[src/core/fcs_pkg.sv]
/*
  Shared constants and types for the floating-point compare and status unit.
  Assumes a core clock, a synchronous active-high reset and a Wishbone classic
  register bus with 32-bit data.  Status and condition vectors are numbered
  with bit 0 as the most significant bit.
*/
package fcs_pkg;
  // Register bus byte offsets.
  localparam logic [7:0] FCS_ADDR_STATUS = 8'h00;
  localparam logic [7:0] FCS_ADDR_COND = 8'h04;
  localparam logic [7:0] FCS_ADDR_INFO = 8'h08;
  localparam logic [7:0] FCS_ADDR_DEST_HI = 8'h0C;

  // Values after reset.
  localparam logic [0:31] FCS_STATUS_RESET = 32'h00000000;
  localparam logic [0:31] FCS_COND_RESET = 32'h00000000;
  localparam logic [0:63] FCS_DEST_RESET = 64'h0000000000000000;

  // Exception, summary, enable and condition code positions in the status register, and the dot-form CR field.
  localparam int FCS_BIT_STICKY = 0;
  localparam int FCS_BIT_ENA_SUM = 1;
  localparam int FCS_BIT_INV_SUM = 2;
  localparam int FCS_BIT_OVF = 3;
  localparam int FCS_BIT_UNF = 4;
  localparam int FCS_BIT_ZDIV = 5;
  localparam int FCS_BIT_INEX = 6;
  localparam int FCS_BIT_INV_SNAN = 7;
  localparam int FCS_BIT_INV_CMP = 12;
  localparam int FCS_BIT_INV_ENA = 24;
  localparam int FCS_BIT_OVF_ENA = 25;
  localparam int FCS_BIT_UNF_ENA = 26;
  localparam int FCS_BIT_ZDIV_ENA = 27;
  localparam int FCS_BIT_INEX_ENA = 28;
  localparam logic [4:0] FCS_CC_FIELD = 5'h04;
  localparam logic [2:0] FCS_DOT_CR_FIELD = 3'h1;

  // Individual invalid-operation bits that the invalid summary gathers.
  localparam logic [0:31] FCS_INV_SRC_MASK = 32'h01F80700;
  // Exception bits that a field copy to the condition register clears.
  localparam logic [0:31] FCS_EXC_MASK = 32'h9FF80700;
  // The two summary bits that only the hardware derives.
  localparam logic [0:31] FCS_SUMMARY_MASK = 32'h60000000;

  // Compare outcome positions within a four-bit field.
  localparam int FCS_CMP_LT = 0;
  localparam int FCS_CMP_GT = 1;
  localparam int FCS_CMP_EQ = 2;
  localparam int FCS_CMP_UN = 3;

  // Instruction codes on the issue port.
  typedef enum logic [2:0] {
    FCS_OP_CMP_UNORD = 3'h0,
    FCS_OP_CMP_ORD = 3'h1,
    FCS_OP_READ_STATUS = 3'h2,
    FCS_OP_COPY_FIELD = 3'h3,
    FCS_OP_WRITE_IMM = 3'h4,
    FCS_OP_WRITE_MASKED = 3'h5,
    FCS_OP_CLEAR_BIT = 3'h6,
    FCS_OP_SET_BIT = 3'h7
  } fcs_op_type;

  // Sequencer states, Gray coded along idle, sync, exec, done.
  typedef enum logic [1:0] {
    FCS_ST_IDLE = 2'h0,
    FCS_ST_SYNC = 2'h1,
    FCS_ST_EXEC = 2'h3,
    FCS_ST_DONE = 2'h2
  } fcs_state_type;
endpackage

[src/core/fcs_unit.sv]
/*
  Floating-point compare and status register instruction unit.
  Holds the status register and the condition register, executes compares
  and status instructions issued one at a time, and exposes both registers
  over a Wishbone classic slave.  Assumes the issue logic presents one
  instruction at a time and honours the hold output for later floating-point
  arithmetic; earlier-instruction and exception pending levels come from
  logic on the same clock.
*/
// The register addresses and the Wishbone interface to the registers were chosen for this implementation.
`timescale 1ns/1ps
module fcs_unit
  import fcs_pkg::*;
(
  // Clock and reset.
  input wire logic i_clk_sys,
  input wire logic i_reset,
  // Instruction issue port.
  input wire logic i_op_valid,
  output logic o_op_ready,
  input wire logic [2:0] i_op_code,
  input wire logic i_op_dot,
  input wire logic [0:63] i_first_fp_operand,
  input wire logic [0:63] i_second_fp_operand,
  input wire logic [2:0] i_target_cr_field,
  input wire logic [2:0] i_source_status_field,
  input wire logic [4:0] i_target_status_bit,
  input wire logic [3:0] i_four_bit_constant,
  input wire logic [7:0] i_field_mask_operand,
  // Completion and results.
  output logic o_op_done,
  output logic [0:63] o_fp_destination,
  output logic [0:31] o_condition_reg,
  output logic [0:31] o_fp_status_control_reg,
  // Pipeline synchronisation.
  input wire logic i_earlier_fp_pending,
  input wire logic i_exc_record_pending,
  input wire logic i_handler_pending,
  output logic o_hold_later_fp,
  output logic o_hold_fp_mem,
  // Exception recording from other floating-point units.
  input wire logic i_exc_set_valid,
  input wire logic [0:31] i_exc_set_bits,
  // Wishbone classic slave.
  input wire logic i_wb_cyc,
  input wire logic i_wb_stb,
  input wire logic i_wb_we,
  input wire logic [7:0] i_wb_adr,
  input wire logic [31:0] i_wb_dat,
  input wire logic [3:0] i_wb_sel,
  output logic [31:0] o_wb_dat,
  output logic o_wb_ack
);

  typedef struct packed {
    fcs_state_type state;
    fcs_op_type op;
    logic dot;
    logic [0:63] opa;
    logic [0:63] opb;
    logic [2:0] crf;
    logic [2:0] srcf;
    logic [4:0] bitpos;
    logic [3:0] four_bit_constant;
    logic [7:0] mask;
    logic [0:31] status;
    logic [0:31] cond;
    logic [0:63] dest;
    logic [3:0] last_cmp;
    logic done;
    logic ack;
    logic [31:0] rdata;
  } fcs_regs_type;

  fcs_regs_type r_reg;
  fcs_regs_type r_next;

  // A NaN has an all-ones exponent and a non-zero fraction.
  function automatic logic is_nan(input logic [0:63] v);
    is_nan = (v[1:11] == 11'h7FF) && (v[12:63] != 52'h0000000000000);
  endfunction

  // Signalling NaNs have the leading fraction bit clear.
  function automatic logic is_snan(input logic [0:63] v);
    is_snan = is_nan(v) && !v[12];
  endfunction

  // Four-bit compare outcome with exactly one bit set.
  function automatic logic [3:0] cmp_outcome(input logic [0:63] a, input logic [0:63] b);
    logic za;
    logic zb;
    logic lt;
    logic [3:0] res;
    za = (a[1:63] == 63'h0);
    zb = (b[1:63] == 63'h0);
    res = 4'h0;
    lt = 1'b0;
    if (a[0] != b[0]) begin
      lt = a[0];
    end else if (a[0]) begin
      lt = a[1:63] > b[1:63];
    end else begin
      lt = a[1:63] < b[1:63];
    end
    // Field bit 0 is the leftmost, so index 3 minus position in a [3:0] vector.
    if (is_nan(a) || is_nan(b)) begin
      res[3 - FCS_CMP_UN] = 1'b1;
    end else if ((za && zb) || (a == b)) begin
      res[3 - FCS_CMP_EQ] = 1'b1;
    end else if (lt) begin
      res[3 - FCS_CMP_LT] = 1'b1;
    end else begin
      res[3 - FCS_CMP_GT] = 1'b1;
    end
    cmp_outcome = res;
  endfunction

  // Summary bits are always derived, so a write of them never sticks.
  function automatic logic [0:31] summarise(input logic [0:31] s);
    logic [0:31] t;
    logic inv;
    t = s;
    inv = |(s & FCS_INV_SRC_MASK);
    t[FCS_BIT_INV_SUM] = inv;
    t[FCS_BIT_ENA_SUM] = (inv & s[FCS_BIT_INV_ENA]) | (s[FCS_BIT_OVF] & s[FCS_BIT_OVF_ENA])
      | (s[FCS_BIT_UNF] & s[FCS_BIT_UNF_ENA]) | (s[FCS_BIT_ZDIV] & s[FCS_BIT_ZDIV_ENA])
      | (s[FCS_BIT_INEX] & s[FCS_BIT_INEX_ENA]);
    summarise = t;
  endfunction

  // Merge a bus word into a register under the byte lane enables.
  function automatic logic [31:0] merge(input logic [31:0] old, input logic [31:0] nw,
                                        input logic [3:0] sel);
    logic [31:0] m;
    m = old;
    for (int k = 0; k < 4; k++) begin
      if (sel[k]) begin
        m[8*k +: 8] = nw[8*k +: 8];
      end
    end
    merge = m;
  endfunction

  logic is_status_op;
  logic sync_clear;
  logic [3:0] cmp_res;
  logic [4:0] cc_base;
  logic [4:0] crf_base;
  logic [4:0] srcf_base;

  // Decode helpers from the latched instruction, and the sync condition from the pending levels.
  assign is_status_op = (r_reg.op != FCS_OP_CMP_UNORD) && (r_reg.op != FCS_OP_CMP_ORD);
  assign sync_clear = !i_earlier_fp_pending && !i_exc_record_pending && !i_handler_pending;
  assign cmp_res = cmp_outcome(r_reg.opa, r_reg.opb);
  assign crf_base = {r_reg.crf, 2'b00};
  assign srcf_base = {r_reg.srcf, 2'b00};
  assign cc_base = FCS_CC_FIELD << 2;

  // Next-state logic: bus access, then instruction, then recorded exceptions.
  always_comb begin
    logic [0:31] st;
    logic [0:31] cr;
    logic [0:31] wsrc;
    logic [3:0] fld;
    st = r_reg.status;
    cr = r_reg.cond;
    wsrc = 32'h00000000;
    fld = 4'h0;
    r_next = r_reg;
    r_next.done = 1'b0;

    // Classic single cycle: the write lands at the edge where ack is seen.
    r_next.ack = i_wb_cyc && i_wb_stb && !r_reg.ack;
    if (i_wb_cyc && i_wb_stb && !r_reg.ack) begin
      unique case (i_wb_adr)
        FCS_ADDR_STATUS: r_next.rdata = r_reg.status;
        FCS_ADDR_COND: r_next.rdata = r_reg.cond;
        FCS_ADDR_INFO: r_next.rdata = {24'h000000, r_reg.last_cmp, 2'b00, r_reg.state};
        FCS_ADDR_DEST_HI: r_next.rdata = r_reg.dest[32:63];
        default: r_next.rdata = 32'h00000000;
      endcase
    end
    if (i_wb_cyc && i_wb_stb && r_reg.ack && i_wb_we) begin
      if (i_wb_adr == FCS_ADDR_STATUS) begin
        st = merge(st, i_wb_dat, i_wb_sel);
      end else if (i_wb_adr == FCS_ADDR_COND) begin
        cr = merge(cr, i_wb_dat, i_wb_sel);
      end
    end

    // Instruction sequencer.
    unique case (r_reg.state)
      FCS_ST_IDLE: begin
        if (i_op_valid) begin
          r_next.op = fcs_op_type'(i_op_code);
          r_next.dot = i_op_dot;
          r_next.opa = i_first_fp_operand;
          r_next.opb = i_second_fp_operand;
          r_next.crf = i_target_cr_field;
          r_next.srcf = i_source_status_field;
          r_next.bitpos = i_target_status_bit;
          r_next.four_bit_constant = i_four_bit_constant;
          r_next.mask = i_field_mask_operand;
          // Compares go straight to execution; status ops synchronise first.
          if ((i_op_code == FCS_OP_CMP_UNORD) || (i_op_code == FCS_OP_CMP_ORD)) begin
            r_next.state = FCS_ST_EXEC;
          end else begin
            r_next.state = FCS_ST_SYNC;
          end
        end
      end
      FCS_ST_SYNC: begin
        // Start only once earlier work, exception recording and handlers are over.
        if (sync_clear) begin
          r_next.state = FCS_ST_EXEC;
        end
      end
      FCS_ST_EXEC: begin
        r_next.state = FCS_ST_DONE;
        unique case (r_reg.op)
          FCS_OP_CMP_UNORD, FCS_OP_CMP_ORD: begin
            cr[crf_base +: 4] = cmp_res;
            st[cc_base +: 4] = cmp_res;
            r_next.last_cmp = cmp_res;
            // Ordered compares flag any NaN; unordered only signalling ones.
            if ((r_reg.op == FCS_OP_CMP_ORD) && cmp_res[3 - FCS_CMP_UN]) begin
              st[FCS_BIT_INV_CMP] = 1'b1;
              st[FCS_BIT_STICKY] = 1'b1;
            end
            if (is_snan(r_reg.opa) || is_snan(r_reg.opb)) begin
              st[FCS_BIT_INV_SNAN] = 1'b1;
              st[FCS_BIT_STICKY] = 1'b1;
            end
          end
          FCS_OP_READ_STATUS: begin
            // The undefined upper half is driven as zero.
            r_next.dest = {32'h00000000, st};
          end
          FCS_OP_COPY_FIELD: begin
            fld = st[srcf_base +: 4];
            cr[crf_base +: 4] = fld;
            st[srcf_base +: 4] = fld & ~(FCS_EXC_MASK[srcf_base +: 4]
              & ~FCS_SUMMARY_MASK[srcf_base +: 4]);
          end
          FCS_OP_WRITE_IMM: begin
            // Field 0 alone holds the sticky bit, so other fields leave it.
            st[crf_base +: 4] = r_reg.four_bit_constant;
          end
          FCS_OP_WRITE_MASKED: begin
            wsrc = r_reg.opb[32:63];
            for (int i = 0; i < 8; i++) begin
              if (r_reg.mask[7 - i]) begin
                st[4*i +: 4] = wsrc[4*i +: 4];
              end
            end
          end
          FCS_OP_CLEAR_BIT: begin
            if (!FCS_SUMMARY_MASK[r_reg.bitpos]) begin
              st[r_reg.bitpos] = 1'b0;
            end
          end
          FCS_OP_SET_BIT: begin
            if (!FCS_SUMMARY_MASK[r_reg.bitpos]) begin
              st[r_reg.bitpos] = 1'b1;
            end
          end
        endcase
      end
      FCS_ST_DONE: begin
        r_next.state = FCS_ST_IDLE;
        r_next.done = 1'b1;
      end
    endcase

    // Recorded exceptions are set last so a set wins over any clear.
    if (i_exc_set_valid) begin
      st = st | i_exc_set_bits;
    end
    st = summarise(st);

    // Dot forms other than compares and the field copy copy the first status field into the fixed CR field.
    if ((r_reg.state == FCS_ST_EXEC) && r_reg.dot && is_status_op
        && (r_reg.op != FCS_OP_COPY_FIELD)) begin
      cr[{FCS_DOT_CR_FIELD, 2'b00} +: 4] = st[0:3];
    end
    r_next.status = st;
    r_next.cond = cr;
  end

  // State register.
  always_ff @(posedge i_clk_sys) begin
    if (i_reset) begin
      r_reg.state <= FCS_ST_IDLE;
      r_reg.op <= FCS_OP_CMP_UNORD;
      r_reg.dot <= 1'b0;
      r_reg.opa <= FCS_DEST_RESET;
      r_reg.opb <= FCS_DEST_RESET;
      r_reg.crf <= 3'h0;
      r_reg.srcf <= 3'h0;
      r_reg.bitpos <= 5'h00;
      r_reg.four_bit_constant <= 4'h0;
      r_reg.mask <= 8'h00;
      r_reg.status <= FCS_STATUS_RESET;
      r_reg.cond <= FCS_COND_RESET;
      r_reg.dest <= FCS_DEST_RESET;
      r_reg.last_cmp <= 4'h0;
      r_reg.done <= 1'b0;
      r_reg.ack <= 1'b0;
      r_reg.rdata <= 32'h00000000;
    end else begin
      r_reg <= r_next;
    end
  end

  // Outputs.  The hold covers the whole status op, sync wait included.
  assign o_op_ready = (r_reg.state == FCS_ST_IDLE);
  assign o_hold_later_fp = (r_reg.state != FCS_ST_IDLE) && is_status_op;
  assign o_hold_fp_mem = 1'b0;
  assign o_op_done = r_reg.done;
  assign o_fp_destination = r_reg.dest;
  assign o_condition_reg = r_reg.cond;
  assign o_fp_status_control_reg = r_reg.status;
  assign o_wb_dat = r_reg.rdata;
  assign o_wb_ack = r_reg.ack;

endmodule // fcs_unit

[config.mk]
export PLATFORM = sky130hd
export DESIGN_NAME = fcs_unit
export DESIGN_NICKNAME = d
export VERILOG_FILES = /design/src/core/fcs_pkg.sv /design/src/core/fcs_unit.sv
export SDC_FILE = /design/constraint.sdc
export NUM_CORES = 1
export LEC_CHECK = 0
export BUFFER_PORTS_ARGS = -buffer_cell sky130_fd_sc_hd__buf_4
export CORE_UTILIZATION = 35
export CTS_CLUSTER_SIZE = 28
export DETAILED_ROUTE_END_ITERATION = 6
export PLACE_DENSITY = 0.55
export SETUP_SLACK_MARGIN = 0.3
export SLEW_MARGIN = 25
export SYNTH_ARGS = -nofsm -noshare
export SYNTH_HDL_FRONTEND = slang
export SYNTH_SLANG_ARGS = --single-unit
[constraint.sdc]
create_clock -name i_clk_sys -period 3.6 [get_ports i_clk_sys]
set_clock_uncertainty 0.05 [all_clocks]
set_input_delay 0.36 -clock i_clk_sys [delete_from_list [all_inputs] [get_ports i_clk_sys]]
set_output_delay 0.36 -clock i_clk_sys [all_outputs]
set_load 0.03 [all_outputs]
==> summary.txt, run 1 <==
Power and ir drop
  • Final Power: a little over 9 mW
  • Leakage: 9.86 nW
  • Sw Pwr: around 2.9 mW
  • Comb pwr share: 21.7%
  • Pwr per Cell Area: roughly 400 mW/mm²
  • Flop pwr share: approximately two fifths
  • Sw Ratio: ~31%
  • P_int: about 6.4 mW
  • Clk pwr share: between 30 and 40%
  • Peak supply drop: 0.000273 V

Final layout
  • Layout Cells excl Fill: 3482
  • Number of flip-flops in the largest register: around 160
  • Antenna fix cells: 0
  • Final Util: about 46%
  • P&R area growth vs syn: 29.4%
  • Layout cell share with drive strength beyond 1: 25.5%
  • Design area: approximately 0.024 mm²
  • Nets: between 3000 and 4000
  • Filler cells: ~5300

GRT
  • First-pass GRT wire length: between 100000 and 150000 µm
  • Initial antenna violation count: 1
  • Largest net degree at the start of global routing: about 130
  • GRT Overall Usage: roughly 30%
  • Grt ovf: 0
  • Vias in the first global route: ~19000

Placement
  • Cells after DPL: between 3000 and 4000
  • Final GP Congestion: 0.940
  • Post-DP HPWL: 64100 µm
  • Port bufs: 370
  • Post-DP Area: approximately 0.022 mm²
  • Setup WS pre-CTS: 144 ps

Routing
  • Wire per inst: about 23 µm
  • Drt drc: 1
  • Post-route ant nets: 0
  • Drt total wl: slightly above 80000 µm
  • DR iter-0 viols: roughly 1400
  • Drt pass-1 iters: 7
  • Routed via count: ~19000
  • DR vias/cell: around 5.5

Critical path
  • Startpoint types: flip-flop
  • Max stage delay cell, worst path: or4_4
  • Worst setup EP type: flip-flop
  • Crit-path cells: inv_1 -> ha_1 -> a21oi_1 -> o21ai_0 -> a221o_1 -> o31a_1 -> or4_4 -> o211ai_1 -> buf_4 -> clkbuf_16 -> a22oi_1 -> a211oi_1
  • Crit path kind: reg2reg
  • R2R Path Start: r_reg[207]$_SDFFE_PP0P_
  • CP Buf/Inv Count: 3
  • Reg-to-Reg End: o_condition_reg[5]$_SDFF_PP0_
  • Critical path launch point: r_reg[207]$_SDFFE_PP0P_
  • CP top delay family: compound AO/OA/AOI/OAI gates
  • CP Data Required Time: 3990 ps
  • Worst R2R Path Depth: 12
  • Critical Path Max Stage Delay: ~500 ps
  • Crit path arrival time: between 3000 and 4000 ps
  • Crit path max fanout: 6
  • FF-to-FF setup slack: 330 ps

STA
  • Slew HR: 33.1%
  • Final hold violation count: 0
  • Setup ws final: 326 ps
  • # setup viols final: 0
  • Period utilization: between 90% and 100%
  • Hold WS: between 20 and 25 ps
  • RSZ-0062 raised after global routing: true
  • Fin crit period: about 3300 ps
  • Fin Setup TNS: 0 ps
  • Fin. max-slew vios: 0
  • Fmax: 0.305 GHz
  • Least-Margin Pin Slew: about 990 ps

Clock tree
  • Htree depth: 2
  • CTS buffer count: 36
  • CTS Root Cell: clkbuf_16
  • CTS tree: done
  • Clk slew on worst S/H paths: 60 ps
  • CTS Buffer Depth: 3
  • Num Clock Sinks: 291
  • Clock latency on the worst-skew pair: roughly 570 ps

Worst hold path
  • WHS Endpoint: r_reg[193]$_SDFFE_PP0P_
  • Worst Hold Class: in2reg
  • Hold Crit Start: i_second_fp_operand[59]
  • Hold path cells: 3

Status
  • Violated checks: design-rule violations
  • Status: finished, violations left

Floorplanning
  • Die height: about 230 µm
  • IO Pins: 406
  • Core Region: roughly 0.052 mm²
  • Die Area: approximately 0.053 mm²
  • Row count: just over 80
  • Initial Util: a little over a third
  • Width of the die: approximately 230 µm

Synthesis
  • Register bit total from synthesis: ~290
  • Post-synth top cells: 419 x nand2_1, 291 x dfxtp_1, 285 x a21oi_1, 174 x nor2_1, 164 x buf_4
  • Async set-reset flop share out of synthesis: 0%
  • Synth unique cells: between 80 and 90
  • Mapped Area: 0.0184 mm²
  • Synth top area share: 31.7%
  • Most frequent cell after synthesis: nand2_1
  • Register area share after synthesis: a little under a third
  • Post-synth EDFFs: 0
  • Yosys top cell by area: dfxtp_1
  • Dominant cells by area after synthesis: dfxtp_1 32%, nand2_1 8.6%, a21oi_1 7.8%, buf_4 6.7%, ha_1 4.8%
  • Top FF cell, synth: dfxtp_1
  • Syn Inst Count: ~2400
  • Post-synthesis area per instance: 7.62 µm²
  • Yosys warns: 0

Job
  • Maximum capacitance violations: 0
-- how the worst max path moves through the flow --
stage	to	slack, ps	cells past startpoint
CTS	o_condition_reg[5]$_SDFF_PP0_	300	11
detailed placement	o_condition_reg[4]$_SDFF_PP0_	140	9
floorplan	o_condition_reg[5]$_SDFF_PP0_	690	11
global placement	o_condition_reg[4]$_SDFF_PP0_	140	9
finish	o_condition_reg[5]$_SDFF_PP0_	330	12
global route	o_condition_reg[5]$_SDFF_PP0_	270	12
-- placed cells by master, fill, tap and decap left out, types with 37 or more instances in the layout --
master / Yosys / final
a211oi_1: 45 / 45
a21oi_1: 285 / 284
a22oi_1: 44 / 44
buf_4: 164 / 539
clkbuf_16: 0 / 38
dfxtp_1: 291 / 286
dlygate4sd3_1: 0 / 75
ha_1: 71 / 71
inv_1: 82 / 82
mux2_2: 41 / 41
mux2i_1: 54 / 54
nand2_1: 419 / 418
nand3_1: 62 / 62
nand4_1: 37 / 37
nor2_1: 174 / 172
nor4_1: 46 / 44
o21ai_0: 73 / 73
-- area by class of cell --
type | count | area (µm²) | area share, %
Inverter | 83 | 312 | 1.31
Sequential cell | 291 | 5830 | 24.5
Clock buffer | 44 | 992 | 4.17
Tap cell | 680 | 851 | 3.58
Clock inverter | 15 | 171 | 0.721
Multi-Input combinational cell | 1744 | 10600 | 44.7
Timing Repair Buffer | 625 | 5010 | 21.1
-- worst min-delay path: cells and delay by family --
kind	cells	cell delay (ps)
compound gates	1	50
buf+inv	1	110
simple gates	1	50
-- cells by family after synthesis --
family	Yosys count	synth area share, %
simple gates	893	22.8
compound gates	640	22.1
buf+inv	410	11.8
flops	291	31.7
mux	106	6.74
fa+ha+maj	71	4.83
other cells	1	0.0204
xor+xnor	1	0.0477
-- power by group through the flow --
stage,Sequential [mW],Combinational (mW),Clock (mW)
floorplan,3.52,1.07,0
global route,3.58,2.15,3.87
finish,3.57,2.01,3.69
detailed placement,3.63,1.86,0
global placement,3.63,1.83,0
CTS,3.56,1.93,3.76
-- routing by layer --
layer  vias to the layer above  global-route usage, %  routed length [µm]
met3                       183                   2.88                4280
met5                         -                      0                  10
met1                      9149                   38.2               34900
li1                       9149                      -                   -
met4                         2                   13.8                4000
met2                       719                   49.9               38600
-- repair_timing --
action                     4_1_cts  5_1_grt
setup endpoints to repair       11       28
pin swaps                        1        9
hold endpoints to repair        75        0
cloned                           0        1
resized for setup                3       19
setup buffers                    0        3
hold buffers                    75        0
No activity file was read; power rests on OpenSTA's default activity.
==> run 2, diff against run 1 <==
--- a/config.mk
+++ b/config.mk
@@ -6,10 +6,10 @@
 export NUM_CORES = 1
 export LEC_CHECK = 0
 export BUFFER_PORTS_ARGS = -buffer_cell sky130_fd_sc_hd__buf_4
-export CORE_UTILIZATION = 35
+export CORE_UTILIZATION = 56
 export CTS_CLUSTER_SIZE = 28
 export DETAILED_ROUTE_END_ITERATION = 6
-export PLACE_DENSITY = 0.55
+export PLACE_DENSITY = 0.82
 export SETUP_SLACK_MARGIN = 0.3
 export SLEW_MARGIN = 25
 export SYNTH_ARGS = -nofsm -noshare
==> run 2 against run 1 <==
Net effect: the flow finishes with violations (negative hold slack); sequential cell count stayed put; via count increased by 12%; global-route usage increased by 17 points; clock power decreased by 7.6%; maximum frequency shrank 6.2%; clock-buffer cell count stayed put; sequential power barely moved; critical path type unchanged; critical endpoint is now o_condition_reg[12]$_SDFF_PP0_; highest routed layer is now met4.
==> summary.txt, run 2 (synthesis results as in run 1) <==
Worst hold path
  • Hold path cells: 3
  • Hold Crit Start: i_second_fp_operand[55]
  • Worst Hold Class: in2reg
  • WHS Endpoint: r_reg[197]$_SDFFE_PP0P_

Final layout
  • P&R area growth vs syn: 27.5%
  • Most common cell after layout, fill and taps aside: buf_4
  • Most frequent cells in the layout: 509 x buf_4, 418 x nand2_1, 286 x dfxtp_1
  • Layout cell share with drive strength beyond 1: between 20% and 30%
  • Nets: approximately 3100
  • Number of flip-flops in the largest register: about 160

Clock tree
  • CTS buffer count: 31
  • Num Clock Sinks: about 290
  • CTS Buffer Depth: 3
  • Htree depth: 1
  • CTS Root Cell: clkbuf_16
  • Clk slew on worst S/H paths: approximately 70 ps
  • Clock latency on the worst-skew pair: slightly below 600 ps
  • CTS tree: done

Power and ir drop
  • Leakage: slightly below 10 nW
  • Pwr per Cell Area: 386 mW/mm²
  • Peak supply drop: between 0.0004 and 0.0005 V

GRT
  • Grt ovf: 0
  • Initial antenna violation count: 0
  • First-pass GRT wire length: between 100000 and 150000 µm
  • Largest net degree at the start of global routing: ~140
  • GRT Overall Usage: 46.9%
  • Vias in the first global route: 20614

STA
  • RSZ-0062 raised after global routing: false
  • Setup ws final: between 100 and 150 ps
  • Fin crit period: 3490 ps
  • Period utilization: a little under 100%
  • Fin. max-slew vios: 0
  • Slew HR: between 20% and 30%
  • Fmax: between 0.2 and 0.3 GHz
  • # setup viols final: 0
  • Least-Margin Pin Slew: ~1100 ps
  • Final hold violation count: 5
  • Hold WS: -8.96 ps
  • Fin Setup TNS: 0 ps

Routing
  • Drt drc: 0
  • DR vias/cell: around 6.6
  • Drt total wl: 82200 µm
  • Drt pass-1 iters: 7
  • Post-route ant nets: 0
  • Routed via count: roughly 21000
  • DR iter-0 viols: around 2700
  • Wire per inst: roughly 25 µm

Critical path
  • Worst R2R Path Depth: 11
  • Crit path kind: reg2reg
  • FF-to-FF setup slack: 110 ps
  • Reg-to-Reg End: o_condition_reg[12]$_SDFF_PP0_
  • Startpoint types: flip-flop
  • Crit path arrival time: between 3000 and 4000 ps
  • Worst setup EP type: flip-flop
  • R2R Path Start: r_reg[220]$_SDFFE_PP0P_
  • Crit path max fanout: 9
  • CP Data Required Time: roughly 4000 ps

Floorplanning
  • Width of the die: 183 µm
  • Row count: 65
  • Die Area: 0.0335 mm²
  • IO Pins: slightly above 400
  • Die height: ~180 µm
  • Core Region: roughly 0.032 mm²
  • Initial Util: between 50% and 60%

Placement
  • Setup WS pre-CTS: 129 ps
  • Post-DP HPWL: ~56000 µm
  • Port bufs: 370
  • Final GP Congestion: approximately 1.0

Status
  • Status: finished, violations left
  • Violated checks: negative hold slack

Job
  • Maximum capacitance violations: 0
[run 2: cell types whose count changed in the layout (fill, tap and decap cells not counted), moves of 6 or more]
cell / previous run / this run
dlygate4sd3_1: 75 / 98
clkbuf_8: 5 / 11
buf_4: 539 / 509
clkbuf_16: 38 / 31
[run 2: layout make-up]
type / instances / area, µm²
fill: 2225 / 8450
clock buffer: 44 / 925
sequential: 291 / 5830
timing repair buffer: 618 / 5010
antenna: 2 / 5.00
multi-input combinational: 1744 / 10600
clock inverter: 13 / 158
tap: 435 / 544
inverter: 83 / 312
[run 2: stage by stage]
stage | std cells | total power [mW] | utilization [%] | instance area [µm²]
6_report | 3230 | 9.03 | 73.5 | 23400
5_1_grt | 3228 | 9.25 | 73.5 | 23400
4_1_cts | 3227 | 8.79 | 73.1 | 23300
3_5_place_dp | 3073 | 5.39 | 66.6 | 21200
3_3_place_gp | 3073 | 5.34 | 66.6 | 21200
2_1_floorplan | 2445 | 4.60 | - | 18500
[run 2: what timing repair did]
| action | in CTS | in global routing |
|---|---|---|
| hold buffers | 97 | 1 |
| buffers inserted | 0 | 0 |
| resized for setup | 4 | 25 |
| endpoints found under the hold margin | 98 | 1 |
| endpoints found under the setup margin | 17 | 23 |
| pin swaps | 0 | 2 |
[run 2: report_power, final]
group / leakage, nW / switching, mW / internal (mW)
sequential: 2.38 / 0.209 / 3.36
combinational: 6.87 / 1.23 / 0.821
clock: 0.536 / 1.41 / 2.00
[run 2: worst max-delay path: stages (launching register included)]
cell and delay, ps:
dfxtp_1 570, inv_1 160, ha_1 240, a21oi_1 170
o21ai_0 160, a2111oi_2 480, o21ai_1 200, or4_1 590
o2111a_1 290, buf_12 160, o21ai_1 160, a21oi_1 100
[run 2: how the worst max path moves through the flow]
stage	start	to	slack, ps
2_1_floorplan	r_reg[192]$_SDFFE_PP0P_	o_condition_reg[5]$_SDFF_PP0_	690
3_3_place_gp	r_reg[215]$_SDFFE_PP0P_	o_condition_reg[4]$_SDFF_PP0_	130
3_5_place_dp	r_reg[215]$_SDFFE_PP0P_	o_condition_reg[4]$_SDFF_PP0_	130
4_1_cts	r_reg[243]$_SDFFE_PP0P_	o_condition_reg[28]$_SDFF_PP0_	340
5_1_grt	r_reg[220]$_SDFFE_PP0P_	o_fp_status_control_reg[1]$_SDFF_PP0_	0.4
6_report	r_reg[220]$_SDFFE_PP0P_	o_condition_reg[12]$_SDFF_PP0_	110
[run 2: layer usage]
| metal | vias to the layer above | global-route usage [%] | part of all wire [%] | wire length [µm] |
|---|---|---|---|---|
| met3 | 507 | 7.74 | 11 | 9070 |
| met2 | 1889 | 78.2 | 45 | 37200 |
| met4 | 0 | 31.6 | 8.3 | 6820 |
| met1 | 9884 | 55.5 | 35 | 29100 |
| met5 | - | 0 | 0 | 0 |
| li1 | 9141 | - | - | - |
